==> config.mk <==
export PLATFORM = sky130hd
export DESIGN_NAME = digital_test_output_mux
export DESIGN_NICKNAME = d
export VERILOG_FILES = /design/src/hdl/test_mux_pkg.sv /design/src/hdl/axil_reg_port.sv /design/src/hdl/digital_test_output_mux.sv
export SDC_FILE = /design/constraint.sdc
export NUM_CORES = 1
export LEC_CHECK = 0
export BUFFER_PORTS_ARGS = -buffer_cell sky130_fd_sc_hd__buf_2
export CORE_MARGIN = 5
export CORE_UTILIZATION = 44
export DETAILED_ROUTE_END_ITERATION = 8
export PLACE_DENSITY_LB_ADDON = 0.25
export SKIP_LAST_GASP = 1
export SLEW_MARGIN = 20
export SYNTH_ARGS = -nofsm -noshare
export SYNTH_HDL_FRONTEND = slang
export SYNTH_SLANG_ARGS = --single-unit
==> constraint.sdc <==
create_clock -name core_clk_i -period 2.1 [get_ports core_clk_i]
set_clock_uncertainty 0.05 [all_clocks]
set_input_delay 0.105 -clock core_clk_i [delete_from_list [all_inputs] [get_ports core_clk_i]]
set_output_delay 0.105 -clock core_clk_i [all_outputs]
set_load 0.1 [all_outputs]
==> src/hdl/test_mux_pkg.sv <==
// shared constants and signal bundles for the digital test output multiplexer
package test_mux_pkg;

  // register indices; byte address is four times the index
  localparam logic [7:0] REG_SELECT_B_IDX = 8'h93;
  localparam logic [7:0] REG_SELECT_C_IDX = 8'h94;
  localparam logic [11:0] ADDR_SELECT_B = {2'b00, REG_SELECT_B_IDX, 2'b00};
  localparam logic [11:0] ADDR_SELECT_C = {2'b00, REG_SELECT_C_IDX, 2'b00};

  // field layout of both select registers
  localparam int FIELD_HI_LSB = 4;
  localparam int FIELD_LO_LSB = 0;
  localparam int FIELD_W = 4;

  // reset values: every field selects the pin's normal function
  localparam logic [7:0] SELECT_B_RESET = 8'h00;
  localparam logic [7:0] SELECT_C_RESET = 8'h00;

  // selection codes with a defined meaning used by checks
  localparam logic [3:0] CODE_NORMAL = 4'h0;
  localparam logic [3:0] DATA_CLK_NVM_PUMP = 4'hF;
  localparam logic [3:0] DATA_CLK_KICK_FAILED = 4'hE;
  localparam logic [3:0] DATA_CLK_DITHER_SEQ = 4'hB;
  localparam logic [3:0] TXRX_CDR_XOR_BAUD = 4'h3;
  localparam logic [3:0] TXRX_SNIFF_B_OVF = 4'h5;
  localparam logic [3:0] RXACT_KICK_RING = 4'hB;

  // axi4-lite response codes
  localparam logic [1:0] RESP_OKAY = 2'b00;
  localparam logic [1:0] RESP_SLVERR = 2'b10;

  // sources observable on the data-clock pin
  typedef struct packed {
    logic nvm_pump_enable;
    logic kick_cycle_failed;
    logic rc_cal_done;
    logic energy_detect;
    logic synth_dither_sequence;
    logic precharge;
    logic pa_enable;
    logic all_id_match;
    logic manchester_clk;
    logic pattern_clk_x8;
    logic pattern_baud_clk;
    logic recovered_clk;
  } data_clk_src_t;

  // sources observable on the transmit/receive data pin
  typedef struct packed {
    logic ee_bist_bad;
    logic xtal_powerdown;
    logic buffer_done;
    logic cfg_a_sniff_overflow;
    logic code_dwell_overflow;
    logic energy_dwell_overflow;
    logic packet_timer_overflow;
    logic tx_data_encoded;
    logic pll_locked;
    logic kicker_powerdown;
    logic cfg_b_sniff_overflow;
    logic clock_recovery_data;
    logic baud_clk;
    logic fm_slice_data;
    logic recovered_data;
  } txrx_src_t;

  // sources observable on the receive-active pin
  typedef struct packed {
    logic ee_bist_done;
    logic bandgap_ready;
    logic rc_cal_fail;
    logic energy_present;
    logic kick_ring;
    logic squelch_comp;
    logic fsk_squelch_en;
    logic receive_awake;
    logic sniffer_awake;
    logic pll_reset;
    logic id_found;
    logic pll_acquire;
    logic all_pattern_match;
    logic manchester_locked;
    logic recovered_data;
    logic in_sniff;
    logic in_transmit;
  } rxact_src_t;

  // normal-function levels of the three pins
  typedef struct packed {
    logic data_clock;
    logic txrx_data;
    logic receive_active;
  } pin_normal_t;

endpackage : test_mux_pkg

==> src/hdl/axil_reg_port.sv <==
// axi4-lite slave front end: turns bus transfers into register strobes
`timescale 1ns/1ps
module axil_reg_port #(
  parameter int ADDR_W = 12
) (
  // clock and reset
  input wire logic core_clk_i,
  input wire logic rst_i,
  // write address and data
  input wire logic [ADDR_W-1:0] s_axi_awaddr_i,
  input wire logic s_axi_awvalid_i,
  output logic s_axi_awready_o,
  input wire logic [31:0] s_axi_wdata_i,
  input wire logic [3:0] s_axi_wstrb_i,
  input wire logic s_axi_wvalid_i,
  output logic s_axi_wready_o,
  output logic [1:0] s_axi_bresp_o,
  output logic s_axi_bvalid_o,
  input wire logic s_axi_bready_i,
  // read
  input wire logic [ADDR_W-1:0] s_axi_araddr_i,
  input wire logic s_axi_arvalid_i,
  output logic s_axi_arready_o,
  output logic [31:0] s_axi_rdata_o,
  output logic [1:0] s_axi_rresp_o,
  output logic s_axi_rvalid_o,
  input wire logic s_axi_rready_i,
  // register side
  output logic wr_en_o,
  output logic [ADDR_W-1:0] wr_addr_o,
  output logic [31:0] wr_data_o,
  output logic [3:0] wr_strb_o,
  input wire logic wr_hit_i,
  output logic [ADDR_W-1:0] rd_addr_o,
  input wire logic [31:0] rd_data_i,
  input wire logic rd_hit_i
);

  logic aw_have_q;
  logic w_have_q;
  logic aw_have_d;
  logic w_have_d;
  logic bvalid_d;
  logic aw_take;
  logic w_take;

  assign aw_take = s_axi_awvalid_i && s_axi_awready_o;
  assign w_take = s_axi_wvalid_i && s_axi_wready_o;
  // commit only once both halves are held, so either order works
  assign wr_en_o = aw_have_q && w_have_q && !s_axi_bvalid_o;
  assign rd_addr_o = s_axi_araddr_i;

  always_comb begin
    aw_have_d = (aw_have_q || aw_take) && !wr_en_o;
    w_have_d = (w_have_q || w_take) && !wr_en_o;
    bvalid_d = wr_en_o || (s_axi_bvalid_o && !s_axi_bready_i);
  end

  always_ff @(posedge core_clk_i) begin
    if (rst_i) begin
      aw_have_q <= 1'b0;
      w_have_q <= 1'b0;
      s_axi_awready_o <= 1'b0;
      s_axi_wready_o <= 1'b0;
      s_axi_bvalid_o <= 1'b0;
      s_axi_bresp_o <= test_mux_pkg::RESP_OKAY;
    end else begin
      aw_have_q <= aw_have_d;
      w_have_q <= w_have_d;
      // ready is registered, so it is low for the cycle after each take
      s_axi_awready_o <= !aw_have_d && !bvalid_d && !aw_take;
      s_axi_wready_o <= !w_have_d && !bvalid_d && !w_take;
      s_axi_bvalid_o <= bvalid_d;
      if (wr_en_o) begin
        s_axi_bresp_o <= wr_hit_i ? test_mux_pkg::RESP_OKAY : test_mux_pkg::RESP_SLVERR;
      end
    end
  end

  always_ff @(posedge core_clk_i) begin
    if (rst_i) begin
      wr_addr_o <= '0;
      wr_data_o <= 32'h0000_0000;
      wr_strb_o <= 4'h0;
    end else begin
      if (aw_take) begin
        wr_addr_o <= s_axi_awaddr_i;
      end
      if (w_take) begin
        wr_data_o <= s_axi_wdata_i;
        wr_strb_o <= s_axi_wstrb_i;
      end
    end
  end

  always_ff @(posedge core_clk_i) begin
    if (rst_i) begin
      s_axi_arready_o <= 1'b0;
      s_axi_rvalid_o <= 1'b0;
      s_axi_rdata_o <= 32'h0000_0000;
      s_axi_rresp_o <= test_mux_pkg::RESP_OKAY;
    end else begin
      if (s_axi_arvalid_i && s_axi_arready_o) begin
        s_axi_arready_o <= 1'b0;
        s_axi_rvalid_o <= 1'b1;
        s_axi_rdata_o <= rd_hit_i ? rd_data_i : 32'h0000_0000;
        s_axi_rresp_o <= rd_hit_i ? test_mux_pkg::RESP_OKAY : test_mux_pkg::RESP_SLVERR;
      end else if (s_axi_rvalid_o) begin
        if (s_axi_rready_i) begin
          s_axi_rvalid_o <= 1'b0;
          s_axi_arready_o <= 1'b1;
        end
      end else begin
        s_axi_arready_o <= 1'b1;
      end
    end
  end

endmodule : axil_reg_port

==> src/hdl/digital_test_output_mux.sv <==
// digital test output multiplexer: select registers and three observation pins
// Behaviour
// select register b holds two 4-bit fields, upper steering the data-clock pin and lower the tx/rx data pin.
// upper field code F of select register b puts the memory charge-pump enable on the data-clock pin.
// the upper field of select register b offers the failed kick cycle indication.
// the upper field of select register b offers the synthesizer dither sequence.
// lower field code 5 of select register b puts the second set's sniff timer overflow on the tx/rx data pin.
// lower field code 3 of select register b puts recovery data xor baud clock on the tx/rx data pin.
// upper field of select register c steers the receive-active pin, code 0 keeping its normal function.
// the kicker ring selection shows the squelch comparator instead whenever fsk squelch is enabled.
// codes with no listed signal drive a steady low.
//
// Local design decision: register access over AXI4-Lite.
`timescale 1ns/1ps
module digital_test_output_mux #(
  parameter int ADDR_W = 12
) (
  // clock and reset
  input wire logic core_clk_i,
  input wire logic rst_i,
  // axi4-lite register bus
  input wire logic [ADDR_W-1:0] s_axi_awaddr_i,
  input wire logic s_axi_awvalid_i,
  output logic s_axi_awready_o,
  input wire logic [31:0] s_axi_wdata_i,
  input wire logic [3:0] s_axi_wstrb_i,
  input wire logic s_axi_wvalid_i,
  output logic s_axi_wready_o,
  output logic [1:0] s_axi_bresp_o,
  output logic s_axi_bvalid_o,
  input wire logic s_axi_bready_i,
  input wire logic [ADDR_W-1:0] s_axi_araddr_i,
  input wire logic s_axi_arvalid_i,
  output logic s_axi_arready_o,
  output logic [31:0] s_axi_rdata_o,
  output logic [1:0] s_axi_rresp_o,
  output logic s_axi_rvalid_o,
  input wire logic s_axi_rready_i,
  // internal signals offered for observation
  input wire test_mux_pkg::data_clk_src_t data_clk_src_i,
  input wire test_mux_pkg::txrx_src_t txrx_src_i,
  input wire test_mux_pkg::rxact_src_t rxact_src_i,
  input wire test_mux_pkg::pin_normal_t normal_i,
  // multipurpose pins
  output logic data_clock_pin_o,
  output logic txrx_data_pin_o,
  output logic receive_active_pin_o
);

  logic [7:0] select_b_q;
  logic [7:0] select_c_q;
  logic wr_en;
  logic [ADDR_W-1:0] wr_addr;
  logic [31:0] wr_data;
  logic [3:0] wr_strb;
  logic wr_hit;
  logic [ADDR_W-1:0] rd_addr;
  logic [31:0] rd_data;
  logic rd_hit;
  logic [15:0] data_clk_vec;
  logic [15:0] txrx_vec;
  logic [15:0] rxact_vec;
  logic kick_or_squelch;

  // one code of a 4-bit selection field
  function automatic logic [3:0] field(input logic [7:0] r, input int lsb);
    field = r[lsb +: test_mux_pkg::FIELD_W];
  endfunction : field

  function automatic logic pick(input logic [15:0] v, input logic [3:0] code);
    pick = v[code];
  endfunction : pick

  function automatic logic addr_hit(input logic [ADDR_W-1:0] a);
    addr_hit = (a == ADDR_W'(test_mux_pkg::ADDR_SELECT_B)) || (a == ADDR_W'(test_mux_pkg::ADDR_SELECT_C));
  endfunction : addr_hit

  axil_reg_port #(
    .ADDR_W(ADDR_W)
  ) u_port (
    .core_clk_i(core_clk_i),
    .rst_i(rst_i),
    .s_axi_awaddr_i(s_axi_awaddr_i),
    .s_axi_awvalid_i(s_axi_awvalid_i),
    .s_axi_awready_o(s_axi_awready_o),
    .s_axi_wdata_i(s_axi_wdata_i),
    .s_axi_wstrb_i(s_axi_wstrb_i),
    .s_axi_wvalid_i(s_axi_wvalid_i),
    .s_axi_wready_o(s_axi_wready_o),
    .s_axi_bresp_o(s_axi_bresp_o),
    .s_axi_bvalid_o(s_axi_bvalid_o),
    .s_axi_bready_i(s_axi_bready_i),
    .s_axi_araddr_i(s_axi_araddr_i),
    .s_axi_arvalid_i(s_axi_arvalid_i),
    .s_axi_arready_o(s_axi_arready_o),
    .s_axi_rdata_o(s_axi_rdata_o),
    .s_axi_rresp_o(s_axi_rresp_o),
    .s_axi_rvalid_o(s_axi_rvalid_o),
    .s_axi_rready_i(s_axi_rready_i),
    .wr_en_o(wr_en),
    .wr_addr_o(wr_addr),
    .wr_data_o(wr_data),
    .wr_strb_o(wr_strb),
    .wr_hit_i(wr_hit),
    .rd_addr_o(rd_addr),
    .rd_data_i(rd_data),
    .rd_hit_i(rd_hit)
  );

  assign wr_hit = addr_hit(wr_addr);
  assign rd_hit = addr_hit(rd_addr);

  always_comb begin
    rd_data = 32'h0000_0000;
    if (rd_addr == ADDR_W'(test_mux_pkg::ADDR_SELECT_B)) begin
      rd_data[7:0] = select_b_q;
    end else if (rd_addr == ADDR_W'(test_mux_pkg::ADDR_SELECT_C)) begin
      rd_data[7:0] = select_c_q;
    end
  end

  // only byte lane 0 carries register bits; other lanes are ignored
  always_ff @(posedge core_clk_i) begin
    if (rst_i) begin
      select_b_q <= test_mux_pkg::SELECT_B_RESET;
      select_c_q <= test_mux_pkg::SELECT_C_RESET;
    end else if (wr_en && wr_strb[0]) begin
      if (wr_addr == ADDR_W'(test_mux_pkg::ADDR_SELECT_B)) begin
        select_b_q <= wr_data[7:0];
      end
      if (wr_addr == ADDR_W'(test_mux_pkg::ADDR_SELECT_C)) begin
        select_c_q <= wr_data[7:0];
      end
    end
  end

  assign kick_or_squelch = rxact_src_i.fsk_squelch_en ? rxact_src_i.squelch_comp : rxact_src_i.kick_ring;

  // code-indexed source vectors, msb is code F; unlisted codes tied low
  assign data_clk_vec = {
    data_clk_src_i.nvm_pump_enable,
    data_clk_src_i.kick_cycle_failed,
    data_clk_src_i.rc_cal_done,
    data_clk_src_i.energy_detect,
    data_clk_src_i.synth_dither_sequence,
    data_clk_src_i.precharge,
    1'b0,
    data_clk_src_i.pa_enable,
    1'b0,
    1'b0,
    data_clk_src_i.all_id_match,
    data_clk_src_i.manchester_clk,
    data_clk_src_i.pattern_clk_x8,
    data_clk_src_i.pattern_baud_clk,
    data_clk_src_i.recovered_clk,
    normal_i.data_clock
  };

  assign txrx_vec = {
    txrx_src_i.ee_bist_bad,
    txrx_src_i.xtal_powerdown,
    txrx_src_i.buffer_done,
    txrx_src_i.cfg_a_sniff_overflow,
    txrx_src_i.code_dwell_overflow,
    txrx_src_i.energy_dwell_overflow,
    txrx_src_i.packet_timer_overflow,
    txrx_src_i.tx_data_encoded,
    txrx_src_i.pll_locked,
    txrx_src_i.kicker_powerdown,
    txrx_src_i.cfg_b_sniff_overflow,
    !txrx_src_i.clock_recovery_data,
    txrx_src_i.clock_recovery_data ^ txrx_src_i.baud_clk,
    txrx_src_i.fm_slice_data,
    txrx_src_i.recovered_data,
    normal_i.txrx_data
  };

  assign rxact_vec = {
    rxact_src_i.ee_bist_done,
    rxact_src_i.bandgap_ready,
    rxact_src_i.rc_cal_fail,
    rxact_src_i.energy_present,
    kick_or_squelch,
    rxact_src_i.receive_awake,
    rxact_src_i.sniffer_awake,
    rxact_src_i.pll_reset,
    rxact_src_i.id_found,
    rxact_src_i.pll_acquire,
    rxact_src_i.all_pattern_match,
    rxact_src_i.manchester_locked,
    rxact_src_i.recovered_data,
    rxact_src_i.in_sniff,
    rxact_src_i.in_transmit,
    normal_i.receive_active
  };

  // registered pins: one cycle of latency, but no glitches from the mux
  always_ff @(posedge core_clk_i) begin
    if (rst_i) begin
      data_clock_pin_o <= 1'b0;
      txrx_data_pin_o <= 1'b0;
      receive_active_pin_o <= 1'b0;
    end else begin
      data_clock_pin_o <= pick(data_clk_vec, field(select_b_q, test_mux_pkg::FIELD_HI_LSB));
      txrx_data_pin_o <= pick(txrx_vec, field(select_b_q, test_mux_pkg::FIELD_LO_LSB));
      receive_active_pin_o <= pick(rxact_vec, field(select_c_q, test_mux_pkg::FIELD_HI_LSB));
    end
  end

  a_pump_route: assert property (
    @(posedge core_clk_i) disable iff (rst_i)
    select_b_q[7:4] == test_mux_pkg::DATA_CLK_NVM_PUMP
      |=> data_clock_pin_o == $past(data_clk_src_i.nvm_pump_enable)
  ) else $error("data-clock pin does not show the pump enable");

  a_kick_fail: assert property (
    @(posedge core_clk_i) disable iff (rst_i)
    select_b_q[7:4] == test_mux_pkg::DATA_CLK_KICK_FAILED
      |=> data_clock_pin_o == $past(data_clk_src_i.kick_cycle_failed)
  ) else $error("data-clock pin does not show the failed kick");

  a_dither_seq: assert property (
    @(posedge core_clk_i) disable iff (rst_i)
    select_b_q[7:4] == test_mux_pkg::DATA_CLK_DITHER_SEQ
      |=> data_clock_pin_o == $past(data_clk_src_i.synth_dither_sequence)
  ) else $error("data-clock pin does not show the dither sequence");

  a_txrx_sniff_b: assert property (
    @(posedge core_clk_i) disable iff (rst_i)
    select_b_q[3:0] == test_mux_pkg::TXRX_SNIFF_B_OVF |=> txrx_data_pin_o == $past(txrx_src_i.cfg_b_sniff_overflow)
  ) else $error("tx/rx pin does not show the second sniff overflow");

  a_txrx_cdr_xor: assert property (
    @(posedge core_clk_i) disable iff (rst_i)
    select_b_q[3:0] == test_mux_pkg::TXRX_CDR_XOR_BAUD
      |=> txrx_data_pin_o == ($past(txrx_src_i.clock_recovery_data) ^ $past(txrx_src_i.baud_clk))
  ) else $error("tx/rx pin does not show recovery data xor baud clock");

  a_rxact_normal: assert property (
    @(posedge core_clk_i) disable iff (rst_i)
    select_c_q[7:4] == test_mux_pkg::CODE_NORMAL |=> receive_active_pin_o == $past(normal_i.receive_active)
  ) else $error("receive-active pin lost its normal function");

  a_rxact_squelch: assert property (
    @(posedge core_clk_i) disable iff (rst_i)
    (select_c_q[7:4] == test_mux_pkg::RXACT_KICK_RING) && rxact_src_i.fsk_squelch_en
      |=> receive_active_pin_o == $past(rxact_src_i.squelch_comp)
  ) else $error("squelch comparator not shown while squelch is enabled");

  a_unlisted_low: assert property (
    @(posedge core_clk_i) disable iff (rst_i)
    (select_b_q[7:4] == 4'h9) || (select_b_q[7:4] == 4'h7) || (select_b_q[7:4] == 4'h6) |=> !data_clock_pin_o
  ) else $error("unlisted data-clock code does not drive low");

  a_write_lands: assert property (
    @(posedge core_clk_i) disable iff (rst_i)
    wr_en && wr_strb[0] && (wr_addr == ADDR_W'(test_mux_pkg::ADDR_SELECT_B)) |=> select_b_q == $past(wr_data[7:0])
  ) else $error("write to select register b not stored");

endmodule : digital_test_output_mux

==> impl_results.md <==
- Clock root buffer: clkbuf_8
- DRC viols: 0
- Fin. Hold Viols: 0
- Worst path required time: 2.32 ns
- Lkg Pwr: 1.56 nW
- Number of flops mapped to enable cells by yosys: 0
- First-pass GRT wire length: 10,300 um
- H-tree levels: 3
- Crit path launch type: register
- Wire length on met1: 2670 um
- Final wirelength: 6620 um
- Drt wl/cell: 12.5 um
- F_max: 601 MHz
- Gr ovfl total: 0
- Max-cap violations: 0
- Count of final setup violators: 0
- Gpl congestion: 0.801
- Distinct cells, synth: 43
- Vias/cell: 4.94
- Post-layout min period: 1.66 ns
- Largest net degree at the start of global routing: 48
- Setup_tns: 0 ns
- Crit path max fanout: 16
- Clock slew at reported path FFs: 0.06 ns
- Share of layout cells above drive strength 1: 30.0%
- IO buf count: 104
- N_diodes: 0
- Filler cells: 562
- Relative slew margins: 57.3%
- Max Slew Vio Count: 0
- CTS Buf Count: 9
- Status: completed
- Drt first pass iters: 4
- Finished Core Util: 60.5%
- GRT Total Usage: 16.5%
- RSZ-0062 raised after global routing: false
- Max Used Layer: met4
- Setup WS pre-CTS: 0.421 ns
- DRT iter0 DRCs: 83
- CTS tree: built
- Met3 Wirelength: 672 um
- Cell Pwr Density: 708 nW/um2
- FF+latch count, synth: 57
- Main flop type after synthesis: dfxtp_1
- Psw: 0.000827 W
- Syn Area/Cell: 8.46 um2
- Switch share: 32.2%
- Final ANT Viol Nets: 0
- Worst Max-Slew Pin Slew: 0.640 ns
- CTS sink cnt: 57
- Yosys warns: 0
- Clock power frac: 35.0%
- FP Rows: 28
- Wire length on met2: 3220 um
- Nets: 562
- Die height: 89.2 um
- Multi-input gate area: 1430 um2
- WP data arrival: 1.88 ns
- Ys async rst share: 0%
- Worst Setup Path Type: reg2reg
- DP HPWL: 4960 um
- Synth Cell Area: 2760 um2
- Ports: 158
- Largest area contributor in the netlist: dfxtp_1
- Post-CTS Resized: 0
- Layout area overhead: 31.5%
- Top cell type's share of synthesized area: 41.4%
- Post-Syn Instances: 326
- WHS: 0.0137 ns
- Final worst-path cycle share: 79.2%
- Vias in the first global route: 2,432
- Final worst setup slack: 0.436 ns
- Initial antenna violation count: 0
- Die width: 89.2 um
- Core Area: 5990 um2
- Worst-Skew Late Latency: 0.34 ns
- Part of the power in registers: 44.4%
- CTS Buffer Depth: 2
- Via count: 2,606
- Sequential area share after synthesis: 41.4%
- Internal power: 0.00174 W
- Worst hold path type: in2reg
- Worst VDD drop: 458 uV
- Reg area: 1140 um2
- CP Capture Type: register
- Comb pwr share: 20.6%
- Largest cells by area after synthesis: dfxtp_1, nand2_1, a21oi_1
- Initial Util: 46.0%
- Die ar.: 7950 um2
-- area by class of cell --
type,instances,share of cell area (%)
Tap cell,75,2.59
Timing Repair Buffer,131,21.5
Clock buffer,13,4.39
Clock inverter,3,0.414
Inverter,2,0.207
Sequential cell,57,31.5
Multi-Input combinational cell,247,39.4
-- power groups by stage --
stage	logic (W)	registers [W]	clock network, W
6_report	0.000529	0.00114	0.000898
5_1_grt	0.000562	0.00114	0.000968
4_1_cts	0.000528	0.00114	0.000920
3_5_place_dp	0.000496	0.00116	0
3_3_place_gp	0.000493	0.00116	0
2_1_floorplan	0.000338	0.00124	0
-- critical path, cell delays in order, from the launching register on --
cell and delay [ns]:
dfxtp_1 0.32, nor4b_2 0.35, and4_1 0.56, nand3_1 0.16
a21oi_1 0.16
-- final timing paths --
| path | start | end | slack (ns) | depth (start not counted) |
|---|---|---|---|---|
| setup / recovery | u_port.wr_addr_o[8]$_SDFFE_PP0P_ | select_c_q[4]$_SDFFE_PP0P_ | 0.44 | 4 |
| hold / removal | s_axi_bready_i | u_port.s_axi_bvalid_o$_SDFF_PP0_ | 0.01 | 4 |
| setup reg to reg | u_port.wr_addr_o[8]$_SDFFE_PP0P_ | select_c_q[4]$_SDFFE_PP0P_ | 0.44 | 4 |
| hold reg to reg | u_port.s_axi_rdata_o[1]$_SDFFE_PP0P_ | u_port.s_axi_rdata_o[1]$_SDFFE_PP0P_ | 0.40 | 2 |
-- sequential cells by signal (all words and copies together) (netlist names), 8 cells and up --
signal                flops
u_port.wr_data_o          8
u_port.wr_addr_o         12
select_c_q                8
select_b_q                8
u_port.s_axi_rdata_o      8
-- metal layers --
| metal | track usage, % | vias to the layer above |
|---|---|---|
| met2 | 28.7 | 86 |
| met1 | 18.9 | 1174 |
| li1 | - | 1339 |
| met4 | 4.87 | 0 |
| met5 | 0 | - |
| met3 | 6.36 | 7 |
-- cell usage in the layout (no fill, tap or decap), types with 3 or more instances in the layout --
cell and count:
a21oi_1 43, and2_1 3, buf_2 104, buf_4 5, clkbuf_8 11, clkinv_2 3, conb_1 26, dfxtp_1 57
dlygate4sd3_1 22, mux2i_1 15, mux4_2 7, nand2_1 58, nand3_1 20, nor2_1 12, nor3_1 6, o21ai_0 17
o21ai_1 8
-- Yosys cell counts, drive strengths merged (3+ instances only) --
cell type	count
o21ai	25
and2	4
clkbuf	14
mux4	7
nor3	6
mux2i	15
nor4	3
buf	31
a21oi	43
nand2	58
dfxtp	57
nand3	20
nor2	12
-- kinds of logic (layout without fill, tap and decap cells) --
family / Yosys count / after routing / share of synthesized area (%)
simple gates: 119 / 119 / 21.3
xor+xnor: 1 / 1 / 0.318
mux: 22 / 22 / 11.2
other cells: 1 / 26 / 0.136
buf+inv: 47 / 149 / 10.2
flops: 57 / 57 / 41.4
compound gates: 79 / 79 / 15.5
-- metrics by stage --
stage	cell area, um2	cells	total power (W)
3_5_place_dp	3230	490	0.00166
5_1_grt	3620	528	0.00267
2_1_floorplan	2850	351	0.00158
4_1_cts	3620	528	0.00259
6_report	3620	528	0.00257
3_3_place_gp	3230	490	0.00165
-- repair_timing --
action / in CTS / in global routing
hold buffers: 22 / 0
hold endpoints to repair: 23 / 0
buffers inserted: 0 / 0
Power figures use the tool's default switching activity.
